**config.mk**
```make
export PLATFORM = sky130hd
export DESIGN_NAME = pmt_top
export DESIGN_NICKNAME = d
export VERILOG_FILES = /design/src/logic/pmt_pkg.sv /design/src/logic/pmt_div.sv /design/src/logic/pmt_top.sv
export SDC_FILE = /design/constraint.sdc
export NUM_CORES = 1
export LEC_CHECK = 0
export BUFFER_PORTS_ARGS = -buffer_cell sky130_fd_sc_hd__buf_2
export CAP_MARGIN = 20
export CORE_ASPECT_RATIO = 0.6
export CORE_MARGIN = 4
export CORE_UTILIZATION = 36
export DETAILED_ROUTE_END_ITERATION = 7
export HOLD_SLACK_MARGIN = 0.12
export MAX_ROUTING_LAYER = met4
export PLACE_DENSITY = 0.74
export SKIP_LAST_GASP = 1
export SLEW_MARGIN = 10
export SYNTH_ARGS = -nofsm -noshare
export SYNTH_HDL_FRONTEND = slang
export SYNTH_SLANG_ARGS = --single-unit
```
**constraint.sdc**
```tcl
create_clock -name clk_i -period 2.9 [get_ports clk_i]
set_input_delay 0.58 -clock clk_i [delete_from_list [all_inputs] [get_ports clk_i]]
set_output_delay 0.58 -clock clk_i [all_outputs]
set_load 0.02 [all_outputs]
```
**src/logic/pmt_pkg.sv**
```systemverilog
// constants and state type shared by the pulse modulator timer
package pmt_pkg;
  // register indices; byte address is four times the index
  localparam logic [9:0] IDX_CTL = 10'h0cc;
  localparam logic [9:0] IDX_RELOAD = 10'h0cf;
  localparam logic [9:0] IDX_STAT = 10'h0d0;
  // control register fields
  localparam int RUN_BIT = 0;
  localparam int CSEL_BIT = 1;
  localparam int MSEL_BIT = 2;
  // status register fields
  localparam int STAT_CNT_LSB = 0;
  localparam int STAT_PIN_BIT = 8;
  localparam int STAT_RUN_BIT = 9;
  // reset values
  localparam logic [7:0] RELOAD_RST = 8'h00;
  localparam logic [7:0] CNT_RST = 8'h00;
  // oscillator cycles per instruction cycle
  localparam int TC_DIV = 10;
  localparam int TC_DIV_W = 4;
  localparam int ADDR_W = 12;

  typedef struct packed {
    logic [7:0] cnt;
    logic [7:0] reload;
    logic run;
    logic csel;
    logic msel;
    logic pin;
    logic ack;
    logic [31:0] rdat;
  } pmt_state_t;
endpackage

```
**src/logic/pmt_div.sv**
```systemverilog
// instruction-cycle enable divider
`timescale 1ns/1ps
module pmt_div #(
  parameter int DIV = pmt_pkg::TC_DIV,
  parameter int W = pmt_pkg::TC_DIV_W
) (
  // clock and reset
  input wire logic clk_i,
  input wire logic rst_i,
  // one-cycle enable every DIV clocks
  output logic tick_o
);
  typedef struct packed {
    logic [W-1:0] cnt;
    logic tick;
  } pmt_div_t;

  pmt_div_t st_ff;
  pmt_div_t nxt_st;

  always_comb begin
    nxt_st = st_ff;
    nxt_st.tick = 1'b0;
    if (st_ff.cnt == W'(DIV - 1)) begin
      nxt_st.cnt = '0;
      nxt_st.tick = 1'b1;
    end else begin
      nxt_st.cnt = st_ff.cnt + W'(1);
    end
  end

  always_ff @(posedge clk_i) begin
    if (rst_i) begin
      st_ff <= '0;
    end else begin
      st_ff <= nxt_st;
    end
  end

  assign tick_o = st_ff.tick;
endmodule

```
**src/logic/pmt_top.sv**
```systemverilog
// pulse modulator timer with wishbone register slave
`timescale 1ns/1ps
module pmt_top #(
  parameter int ADDR_W = pmt_pkg::ADDR_W
) (
  // clock and reset
  input wire logic clk_i,
  input wire logic rst_i,
  // wishbone classic slave
  input wire logic cyc_i,
  input wire logic stb_i,
  input wire logic we_i,
  input wire logic [ADDR_W-1:0] adr_i,
  input wire logic [3:0] sel_i,
  input wire logic [31:0] dat_i,
  output logic [31:0] dat_o,
  output logic ack_o,
  // main 16-bit timer underflow pulse
  input wire logic timer_underflow_i,
  // modulator output pin
  output logic pulse_output_pin_o,
  output logic pulse_output_en_o
);
  pmt_pkg::pmt_state_t st_ff;
  pmt_pkg::pmt_state_t nxt_st;

  logic tc_tick;
  logic req;
  logic wr_acc;
  logic hit_ctl;
  logic hit_reload;
  logic hit_stat;
  logic wr_ctl;
  logic wr_reload;
  logic sw_set;
  logic sw_clr;
  logic hw_set;
  logic vd_mode;
  logic half_mode;
  logic step;

  // register index of a bus address
  function automatic logic [9:0] reg_idx(input logic [ADDR_W-1:0] a);
    reg_idx = 10'(a[ADDR_W-1:2]);
  endfunction

  // counter enable for the selected input clock
  function automatic logic count_en(
    input logic msel,
    input logic csel,
    input logic tc
  );
    // only the oscillator-fed burst counts every cycle
    count_en = (msel && csel) ? 1'b1 : tc;
  endfunction

  pmt_div #(
    .DIV(pmt_pkg::TC_DIV),
    .W(pmt_pkg::TC_DIV_W)
  ) u_div (
    .clk_i(clk_i),
    .rst_i(rst_i),
    .tick_o(tc_tick)
  );

  assign req = cyc_i && stb_i;
  // a write lands on the edge where ack is seen high
  assign wr_acc = req && we_i && st_ff.ack;
  assign hit_ctl = (reg_idx(adr_i) == pmt_pkg::IDX_CTL);
  assign hit_reload = (reg_idx(adr_i) == pmt_pkg::IDX_RELOAD);
  assign hit_stat = (reg_idx(adr_i) == pmt_pkg::IDX_STAT);
  assign wr_ctl = wr_acc && hit_ctl && sel_i[0];
  assign wr_reload = wr_acc && hit_reload && sel_i[0];
  assign sw_set = wr_ctl && dat_i[pmt_pkg::RUN_BIT] && !st_ff.run;
  assign sw_clr = wr_ctl && !dat_i[pmt_pkg::RUN_BIT];
  assign vd_mode = !st_ff.msel && st_ff.csel;
  assign half_mode = !st_ff.msel && !st_ff.csel;
  assign hw_set = vd_mode && timer_underflow_i;
  assign step = st_ff.run && count_en(st_ff.msel, st_ff.csel, tc_tick);

  always_comb begin
    nxt_st = st_ff;
    // bus answer: one cycle of ack per request
    nxt_st.ack = req && !st_ff.ack;
    nxt_st.rdat = 32'h0000_0000;
    if (req && !st_ff.ack && !we_i) begin
      if (hit_ctl) begin
        nxt_st.rdat[pmt_pkg::RUN_BIT] = st_ff.run;
        nxt_st.rdat[pmt_pkg::CSEL_BIT] = st_ff.csel;
        nxt_st.rdat[pmt_pkg::MSEL_BIT] = st_ff.msel;
      end else if (hit_reload) begin
        nxt_st.rdat[7:0] = st_ff.reload;
      end else if (hit_stat) begin
        nxt_st.rdat[pmt_pkg::STAT_CNT_LSB +: 8] = st_ff.cnt;
        nxt_st.rdat[pmt_pkg::STAT_PIN_BIT] = st_ff.pin;
        nxt_st.rdat[pmt_pkg::STAT_RUN_BIT] = st_ff.run;
      end else begin
        nxt_st.rdat = 32'h0000_0000;
      end
    end

    // counting
    if (step) begin
      if (st_ff.cnt == 8'h00) begin
        if (st_ff.msel) begin
          nxt_st.run = 1'b0;
        end else if (st_ff.csel) begin
          nxt_st.run = 1'b0;
        end else begin
          nxt_st.cnt = st_ff.reload;
          nxt_st.pin = !st_ff.pin;
        end
      end else begin
        nxt_st.cnt = st_ff.cnt - 8'h01;
      end
    end

    // modulator passes one pulse per input clock step
    if (st_ff.msel) begin
      nxt_st.pin = step;
    end

    if (wr_reload) begin
      nxt_st.reload = dat_i[7:0];
    end

    if (wr_ctl) begin
      nxt_st.csel = dat_i[pmt_pkg::CSEL_BIT];
      nxt_st.msel = dat_i[pmt_pkg::MSEL_BIT];
    end

    if (sw_clr) begin
      // counter freezes on the same edge, no late decrement
      nxt_st.run = 1'b0;
      nxt_st.cnt = st_ff.cnt;
    end else if (sw_set) begin
      nxt_st.run = 1'b1;
      nxt_st.cnt = st_ff.reload;
      nxt_st.pin = 1'b0;
    end

    // timer underflow wins over a clear in the same cycle
    if (hw_set) begin
      nxt_st.run = 1'b1;
      nxt_st.cnt = st_ff.reload;
      nxt_st.pin = 1'b1;
    end

    // a stopped pulse-width timer holds the pin low
    if (!nxt_st.run && !st_ff.msel) begin
      nxt_st.pin = 1'b0;
    end
  end

  always_ff @(posedge clk_i) begin
    if (rst_i) begin
      st_ff <= '0;
      st_ff.reload <= pmt_pkg::RELOAD_RST;
      st_ff.cnt <= pmt_pkg::CNT_RST;
    end else begin
      st_ff <= nxt_st;
    end
  end

  assign dat_o = st_ff.rdat;
  assign ack_o = st_ff.ack;
  assign pulse_output_pin_o = st_ff.pin;
  // pin is released to the port whenever all control bits are zero
  assign pulse_output_en_o = st_ff.run || st_ff.csel || st_ff.msel;

  // ---------------- assertions ----------------

  property p_ack_once;
    @(posedge clk_i) disable iff (rst_i)
      ack_o |=> !ack_o;
  endproperty
  a_ack_once: assert property (p_ack_once)
    else $error("ack held for more than one cycle");

  property p_reload_wr;
    @(posedge clk_i) disable iff (rst_i)
      wr_reload |=> (st_ff.reload == $past(dat_i[7:0]));
  endproperty
  a_reload_wr: assert property (p_reload_wr)
    else $error("reload value not stored");

  property p_tc_period;
    @(posedge clk_i) disable iff (rst_i)
      tc_tick |=> (!tc_tick) [*8] ##1 !tc_tick ##1 tc_tick;
  endproperty
  a_tc_period: assert property (p_tc_period)
    else $error("instruction cycle enable not every ten clocks");

  property p_sw_start;
    @(posedge clk_i) disable iff (rst_i)
      (sw_set && !hw_set) |=> (st_ff.run && st_ff.cnt == $past(st_ff.reload));
  endproperty
  a_sw_start: assert property (p_sw_start)
    else $error("run set did not load the counter");

  property p_cki_step;
    @(posedge clk_i) disable iff (rst_i)
      (st_ff.run && st_ff.msel && st_ff.csel && st_ff.cnt != 8'h00 && !wr_ctl)
        |=> (st_ff.cnt == $past(st_ff.cnt) - 8'h01);
  endproperty
  a_cki_step: assert property (p_cki_step)
    else $error("oscillator burst did not count every cycle");

  property p_mod_end;
    @(posedge clk_i) disable iff (rst_i)
      (step && st_ff.msel && st_ff.cnt == 8'h00 && !wr_ctl)
        |=> !st_ff.run ##1 (!pulse_output_pin_o || st_ff.run);
  endproperty
  a_mod_end: assert property (p_mod_end)
    else $error("modulator underflow did not stop the burst");

  property p_sw_stop;
    @(posedge clk_i) disable iff (rst_i)
      (sw_clr && !hw_set) |=> (!st_ff.run && st_ff.cnt == $past(st_ff.cnt));
  endproperty
  a_sw_stop: assert property (p_sw_stop)
    else $error("clearing run did not freeze the counter");

  property p_half_toggle;
    @(posedge clk_i) disable iff (rst_i)
      (step && half_mode && st_ff.cnt == 8'h00 && !wr_ctl)
        |=> (pulse_output_pin_o != $past(st_ff.pin))
            && (st_ff.cnt == $past(st_ff.reload)) && st_ff.run;
  endproperty
  a_half_toggle: assert property (p_half_toggle)
    else $error("square wave did not toggle and reload");

  property p_vd_start;
    @(posedge clk_i) disable iff (rst_i)
      hw_set |=> (st_ff.run && pulse_output_pin_o
                  && st_ff.cnt == $past(st_ff.reload));
  endproperty
  a_vd_start: assert property (p_vd_start)
    else $error("timer underflow did not start the pulse");

  property p_vd_end;
    @(posedge clk_i) disable iff (rst_i)
      (step && vd_mode && st_ff.cnt == 8'h00 && !hw_set && !wr_ctl)
        |=> (!st_ff.run && !pulse_output_pin_o);
  endproperty
  a_vd_end: assert property (p_vd_end)
    else $error("variable duty pulse did not end");

  property p_reset_clear;
    @(posedge clk_i)
      rst_i |=> (!st_ff.run && !st_ff.csel && !st_ff.msel && !pulse_output_en_o);
  endproperty
  a_reset_clear: assert property (p_reset_clear)
    else $error("reset left control bits set");

  property p_tc_hold;
    @(posedge clk_i) disable iff (rst_i)
      (st_ff.run && !(st_ff.msel && st_ff.csel) && !tc_tick && !wr_ctl && !hw_set)
        |=> (st_ff.cnt == $past(st_ff.cnt));
  endproperty
  a_tc_hold: assert property (p_tc_hold)
    else $error("tc counter moved without an enable");

  property p_mode_bits;
    @(posedge clk_i) disable iff (rst_i)
      wr_ctl |=> (st_ff.msel == $past(dat_i[pmt_pkg::MSEL_BIT]))
                 && (st_ff.csel == $past(dat_i[pmt_pkg::CSEL_BIT]));
  endproperty
  a_mode_bits: assert property (p_mode_bits)
    else $error("mode bits not written");

  property p_ack_answer;
    @(posedge clk_i) disable iff (rst_i)
      (req && !ack_o) |=> ack_o;
  endproperty
  a_ack_answer: assert property (p_ack_answer)
    else $error("request not acknowledged in the next cycle");

  property p_dat_idle;
    @(posedge clk_i) disable iff (rst_i)
      !ack_o |-> (dat_o == 32'h0000_0000);
  endproperty
  a_dat_idle: assert property (p_dat_idle)
    else $error("read data not zero outside ack");

  property p_rerun_hold;
    @(posedge clk_i) disable iff (rst_i)
      (wr_ctl && dat_i[pmt_pkg::RUN_BIT] && st_ff.run && !step && !hw_set)
        |=> (st_ff.run && st_ff.cnt == $past(st_ff.cnt));
  endproperty
  a_rerun_hold: assert property (p_rerun_hold)
    else $error("run rewrite reloaded the counter");

  property p_mod_pulse;
    @(posedge clk_i) disable iff (rst_i)
      (st_ff.msel && step) |=> pulse_output_pin_o;
  endproperty
  a_mod_pulse: assert property (p_mod_pulse)
    else $error("modulator step gave no pin pulse");

  property p_mod_quiet;
    @(posedge clk_i) disable iff (rst_i)
      (st_ff.msel && !st_ff.run) |=> !pulse_output_pin_o;
  endproperty
  a_mod_quiet: assert property (p_mod_quiet)
    else $error("stopped modulator still drives the pin");

  property p_half_hold;
    @(posedge clk_i) disable iff (rst_i)
      (step && half_mode && st_ff.cnt != 8'h00 && !wr_ctl)
        |=> (st_ff.cnt == $past(st_ff.cnt) - 8'h01)
            && (pulse_output_pin_o == $past(st_ff.pin));
  endproperty
  a_half_hold: assert property (p_half_hold)
    else $error("square wave pin moved before underflow");

  property p_stop_low;
    @(posedge clk_i) disable iff (rst_i)
      (!st_ff.run && !st_ff.msel && !wr_ctl && !hw_set) |=> !pulse_output_pin_o;
  endproperty
  a_stop_low: assert property (p_stop_low)
    else $error("stopped pulse-width timer left the pin high");

  property p_vd_ignore;
    @(posedge clk_i) disable iff (rst_i)
      (timer_underflow_i && !vd_mode && !st_ff.run && !wr_ctl) |=> !st_ff.run;
  endproperty
  a_vd_ignore: assert property (p_vd_ignore)
    else $error("timer underflow started a counter outside variable duty");
endmodule

```
After elaboration in Yosys (flattened, before gate mapping)
Index checks and enable logic that the tools add are counted.
- muxes and demuxes: 26
- magnitude comparators: 0
- shift-type cells: 0
- div/mod/pow operators: 0
- reduce and logical (&&, ||, !) cells: 34
- add/sub/neg operators: 2
- bitwise operators: 2
- equal/unequal tests: 7
- $mul: 0
- operators by type and width (cell ; number):
    2-to-1 mux 8 bit ; 8
    equality test 10 x 8 -> 1 bit, second input constant ; 3
    logical AND 1 bit ; 17
    2-to-1 mux 1 bit ; 16
    2-to-1 mux 10 bit ; 1
    zero test 8 bit ; 1
    != test 4 bit, second input constant ; 2
    subtractor 8 x 1 -> 8 bit, second input constant ; 1
    zero test 1 bit ; 7
    OR reduction 2 bit ; 3
    OR reduction 5 bit ; 1
    adder 4 x 1 -> 4 bit, second input constant ; 1
    equality test 4 bit, second input constant ; 1
    AND reduction 4 bit ; 1
    2-to-1 mux 3 bit ; 1
    nonzero test 3 bit ; 1
    OR reduction 3 bit ; 1
    logical OR 1 bit ; 2
    != test 2 x 1 -> 1 bit, second input constant ; 1
    NOT 1 bit ; 2
- logic and storage cells: 83
- bits in latches: 0
- memories: 0
- output and inout port bits: 35
- input bits: 54
- bits in writable memories: 0
- register bits after elaboration: 58
- memory bits (read-only): 0

Depth between registers and ports, before layout
- word-level depth: 13
- depth in mapped cells: 8
- mapped depth without buffers: 7

Hierarchy
A second synthesis with hierarchy kept.
- cell total of the unflattened synthesis: 246
- area total of the unflattened synthesis: 2174.6 um2
- by module, submodules not included (module ; cells each ; times used ; sequential area each (um2) ; area each (um2)):
    pmt_top ; 225 ; 1 ; 620.6 ; 1969.4
    pmt_div ; 21 ; 1 ; 100.1 ; 205.2

Worst setup path after synthesis
No wires, ideal clock.
- kind: input-to-reg
- from: input port adr_i[3]
- to: register st_ff[48] (netlist name)
- library setup time: 0.117 ns
- path slack: 0.729 ns
- arrival: 2.054 ns
- data required time: 2.783 ns
- buffers on the path: 1
- stages on the path: 6
- cells stage by stage: nor4_4 > nand3_2 > o41a_1 > buf_6 > mux2_4 > a22o_1
- cells in the longest elaborated chain, start to end: 8
- elaborated cells between the ends (all ways): 14
- those cells by class: eq/ne: 4; mux: 3; reduce/logical: 7
- ends and longest elaborated chain (item ; RTL line ; source):
    start, declared ; pmt_top.sv:13 ; input wire logic [ADDR_W-1:0] adr_i,
    equality test 10 x 8 -> 1 bit * ; pmt_top.sv:69 ; assign hit_ctl = (reg_idx(adr_i) == pmt_pkg::IDX_CTL);
    logical AND 1 bit * (2 in series) ; pmt_top.sv:72 ; assign wr_ctl = wr_acc && hit_ctl && sel_i[0];
    logical AND 1 bit (2 in series) ; pmt_top.sv:74 ; assign sw_set = wr_ctl && dat_i[pmt_pkg::RUN_BIT] && !st_ff.run;
    2-to-1 mux 8 bit ; pmt_top.sv:136 ; end else if (sw_set) begin
    2-to-1 mux 8 bit ; pmt_top.sv:132 ; if (sw_clr) begin
    2-to-1 mux 8 bit ; pmt_top.sv:143 ; if (hw_set) begin
    end signal, assigned ; pmt_top.sv:161 ; st_ff <= nxt_st;
    end, declared ; pmt_top.sv:24 ; pmt_pkg::pmt_state_t st_ff;
Mark *: on every way between the ends. The rest lies on a longest branch, timed or not. The select of a mux whose other input is x is not followed.
A chain may end at the register's enable or synchronous reset.

Worst setup path after layout
- from: register st_ff[45] (netlist name)
- to: register st_ff[48] (netlist name)
- cells in the longest elaborated chain, start to end: 6
- elaborated cells between the ends (all ways): 10
- those cells by class: add/sub: 1; eq/ne: 2; mux: 5; reduce/logical: 2
- ends and longest elaborated chain (item ; RTL line ; source):
    subtractor 8 x 1 -> 8 bit / zero test 8 bit (equally long branches) ; pmt_top.sv:114, pmt_top.sv:104 ;
    2-to-1 mux 8 bit ; pmt_top.sv:104 ; if (st_ff.cnt == 8'h00) begin
    2-to-1 mux 8 bit ; pmt_top.sv:103 ; if (step) begin
    2-to-1 mux 8 bit ; pmt_top.sv:136 ;
    2-to-1 mux 8 bit ; pmt_top.sv:132 ;
    2-to-1 mux 8 bit ; pmt_top.sv:143 ;
Parallel ways exist; a longest one is shown, timed or not. The select of a mux whose other input is x is not followed.

==> reports/results.txt <==
The flow ran to the end, and the final reports show no timing, DRC or antenna violations. The tool flagged a number of max-cap violations equal to 0. In this run switching power makes up 23.5% of total power. Summed over all layers, the routed wires come to 4630 um.

Power density of the placed cells: 417 mW/mm^2. The tools report the endpoint kind of the worst setup timing path as a flip-flop. Counting distinct cell types in the post-synthesis netlist gives 54. The worst-case IR drop observed on VDD is 0.000160 V. Of all nets on the critical path, the largest fanout is 10.

The repair_antennas step left the layout with diodes totalling 0. Synthesis produced 235 cells. The top cell types in the final layout, fill and taps aside, are buf_2 (37), dfxtp_1 (36), nor2_1 (25). TritonCTS built the clock tree. Peak per-stage delay on the critical path: 0.58 ns. After the last flow step, the layout net total stands at 321. The run gives 0.00220 ns as the final clock skew.

The number of instances on the worst hold path is 1, and the fraction of the yosys area taken by sequential cells is 34.4%. The total overflow left after global routing is 0. The run gives 2.65 ns as the data arrival time of the critical path. The first detailed-routing pass ran for 5 iterations.

Die span in y: 67.1 um. The minimum period implied by the final worst setup slack is 2.46 ns. The first global-routing pass estimated 7420 um of wire. The cell sitting at the root of the clock tree is a clkbuf_8. The most used flip-flop cell after synthesis is dfxtp_1.

The count of buffer and inverter cells on the critical path works out to 1. The total half-perimeter wirelength after legalization and detailed placement was 3470 um; the via count of the first global-routing pass was 1527. Internal power comes to 732 uW. The end of the worst hold path was ack_o. In this run the count of I/O pins placed on the die edge is 89.

For this design the total switching power over the nets is 225 uW. TritonCTS created 5 clock buffers. The clock latency on the worst-skew pair is 0.29 ns, and the largest buffer count on any clock path is 2.

The tools report the tightest hold margin as 0.449 ns. The critical path required time came out at 3.08 ns. The synthesized area was 0.00209 sq mm; the register-to-register path setup slack was 0.44 ns. In this run the biggest area consumer among cell types represents 34.4% of the synthesized area. The depth of the worst register-to-register path was 7; the initial DRC count was 143. Buffers placed on the I/O ports in this run total 37. The worst hold path belongs to the class reg -> reg. In the finished design, the share of the clock period the worst path needs comes to 85.0%.

In this run the static leakage power is 0.000940 uW. The remaining antenna violation count is 0, and the final weighted congestion of routability-driven global placement is 0.879. In the global route stage, overall resource usage came out at 13.6%. After clock tree synthesis, the clock-pin slew on the worst setup and hold paths is 0.07 ns. For this run, the number of Yosys warnings is 0. Using the TritonRoute via totals, the vias-per-cell ratio works out to 4.94. The average wire per standard cell was 13.5 um. For the relative slew slack, the log shows 58.2%.

The number of gates resized after CTS was 0. Yosys mapped a number of flops with a built-in enable equal to 0. Walking the worst path, the cells encountered are inv_1, ha_1, nor3b_1, a21boi_1, o41a_1, mux2_4, a22o_1.

Entering global routing, the biggest net connects 33 pins. The worst setup path is launched from a flip-flop. The die covers 0.00714 sq mm. The multi-input combinational cells in the finished layout cover a total of 0.00115 sq mm. The floorplan has 21 rows. Counting the fill cells in the layout gives 557.

Leading cell type in the layout, fill and taps excluded: buf_2. For the power share of the combinational group, the log shows 7.5%. The tools report the number of vias in the routed layout as 1693. After clock tree synthesis, the flow added hold-fix buffers numbering 0. The proportion of power drawn by the clock network was 40.0%; the number of endpoints with negative hold slack in the final report was 0. Biggest area consumer among synthesized cells: dfxtp_1.

The tools report the summed negative setup slack over all endpoints as 0 ns. Setup repair after global routing left no endpoint under its margin. In the final layout, flip-flops and latches occupy 721 sq um. The critical path is of the reg -> reg type. Origin of the critical flop-to-flop path: st_ff[45]. For this run, design rule violations remaining after detail routing come to 0. The largest individual stage delay along the critical path comes from the cell o41a_1. The final max-slew violation count is 0, and the layout overhead on the synthesized area is 9.50%. The endpoint identified for the worst register-to-register timing path is st_ff[48]. The initial utilization of the core area, before any placement, comes to 37.4%.

The width of the die was 106 um. Sequential cells burn 52.4% of the power. For the initial antenna violation count, the log shows 0. For the number of setup violations in the final report, the log shows 0. In the synthesized netlist the async set-or-reset flop fraction comes to 0%. A synthesized cell averages 8.91 sq um. The number of levels in the clock H-tree was 2. The worst hold path begins at ack_o.

The clock net in this run drives a total of 36 sinks. The core footprint is 0.00560 sq mm. Counting flops and latches in the post-synthesis netlist gives 36. In the final layout, the share of cells above drive strength 1 is 22.8%.

Once the clock tree was built, the setup fixing pass inserted 0 buffers. At the pin with the least slew margin, the transition time is 0.626 ns. Derived from the worst setup path, the maximum achievable clock frequency is 406 MHz. By area the synthesized netlist is led by dfxtp_1 (34%), buf_4 (12%), mux2i_1 (5.7%). The kind of cell with the highest combined delay along the critical path is compound AO/OA/AOI/OAI gates.
==> how the worst max path moves through the flow <==
stage	end	slack [ns]	cells after the start	start
6_report	st_ff[48]	0.44	7	st_ff[45]
3_5_place_dp	st_ff[48]	0.33	6	adr_i[3]
4_1_cts	st_ff[48]	0.48	7	st_ff[45]
2_1_floorplan	st_ff[48]	0.73	6	adr_i[3]
3_3_place_gp	st_ff[48]	0.38	6	adr_i[3]
5_1_grt	st_ff[48]	0.35	7	st_ff[45]
==> sequential cells by signal, indices dropped and copies added (netlist names) <==
name / flops
st_ff: 19
dat_o: 10
u_div.st_ff: 4
ack_o: 1
pulse_output_pin_o: 1
u_div.tick_o: 1
==> per-layer routing <==
layer | vias to the layer above | track usage, % | routed length [um] | share of wire (%)
met2 | 69 | 17.5 | 1820 | 39
met5 | - | - | 0 | 0
met3 | 4 | 4.26 | 390 | 8.4
met1 | 775 | 19.9 | 2390 | 52
li1 | 845 | - | - | -
met4 | 0 | 3.99 | 26 | 0.56
==> cells in the mapped netlist (all sizes together), types with 5 or more instances <==
master	n
a211oi	5
a21oi	9
a22o	7
buf	36
dfxtp	36
inv	6
mux2i	12
nand2	12
nand2b	8
nand3	7
nor2	26
nor3	5
o32ai	6
==> worst reg2reg max path, cell delays in order (launching register included) <==
cell and delay, ns:
dfxtp_1 0.43, inv_1 0.10, ha_1 0.21, nor3b_1 0.17, a21boi_1 0.31, o41a_1 0.58
mux2_4 0.35, a22o_1 0.22
==> stage by stage <==
step                      total power [uW]  utilization [%]  area (sq um)  cells  setup slack (ns)
after global routing                  1000             41.0          2290    343             0.348
after global placement                 583             39.3          2200    336             0.380
after CTS                              961             41.0          2290    343             0.484
after detailed placement               585             39.3          2200    336             0.335
after floorplan                        582                -          2170    256             0.729
final                                  957             41.0          2290    343             0.435
==> layout make-up <==
| cell class | instances | share of cell area [%] |
|---|---|---|
| multi-input combinational | 174 | 50.0 |
| sequential | 36 | 31.4 |
| timing repair buffer | 40 | 9.06 |
| tap | 80 | 4.36 |
| clock buffer | 7 | 4.20 |
| inverter | 6 | 0.982 |
==> logic make-up (layout without fill, tap and decap cells) <==
logic type,after synthesis,after routing,synth area share [%]
and+or+nand+nor,87,87,23.5
adders and majority gates,4,4,2.39
AOI/OAI and AO/OA,43,43,16.0
xor gates and xnor gates,3,3,1.25
other,1,22,0.179
muxes,15,15,7.71
buffers and inverters,46,53,14.6
DFF,36,36,34.4
==> power groups by stage <==
stage | clock network [uW] | registers [uW] | logic (uW)
4_1_cts | 388 | 502 | 71.6
2_1_floorplan | 0 | 513 | 69.1
5_1_grt | 420 | 502 | 79.9
3_3_place_gp | 0 | 513 | 70.5
3_5_place_dp | 0 | 513 | 71.5
6_report | 383 | 502 | 72.0
No activity file was read; power rests on OpenSTA's default activity.
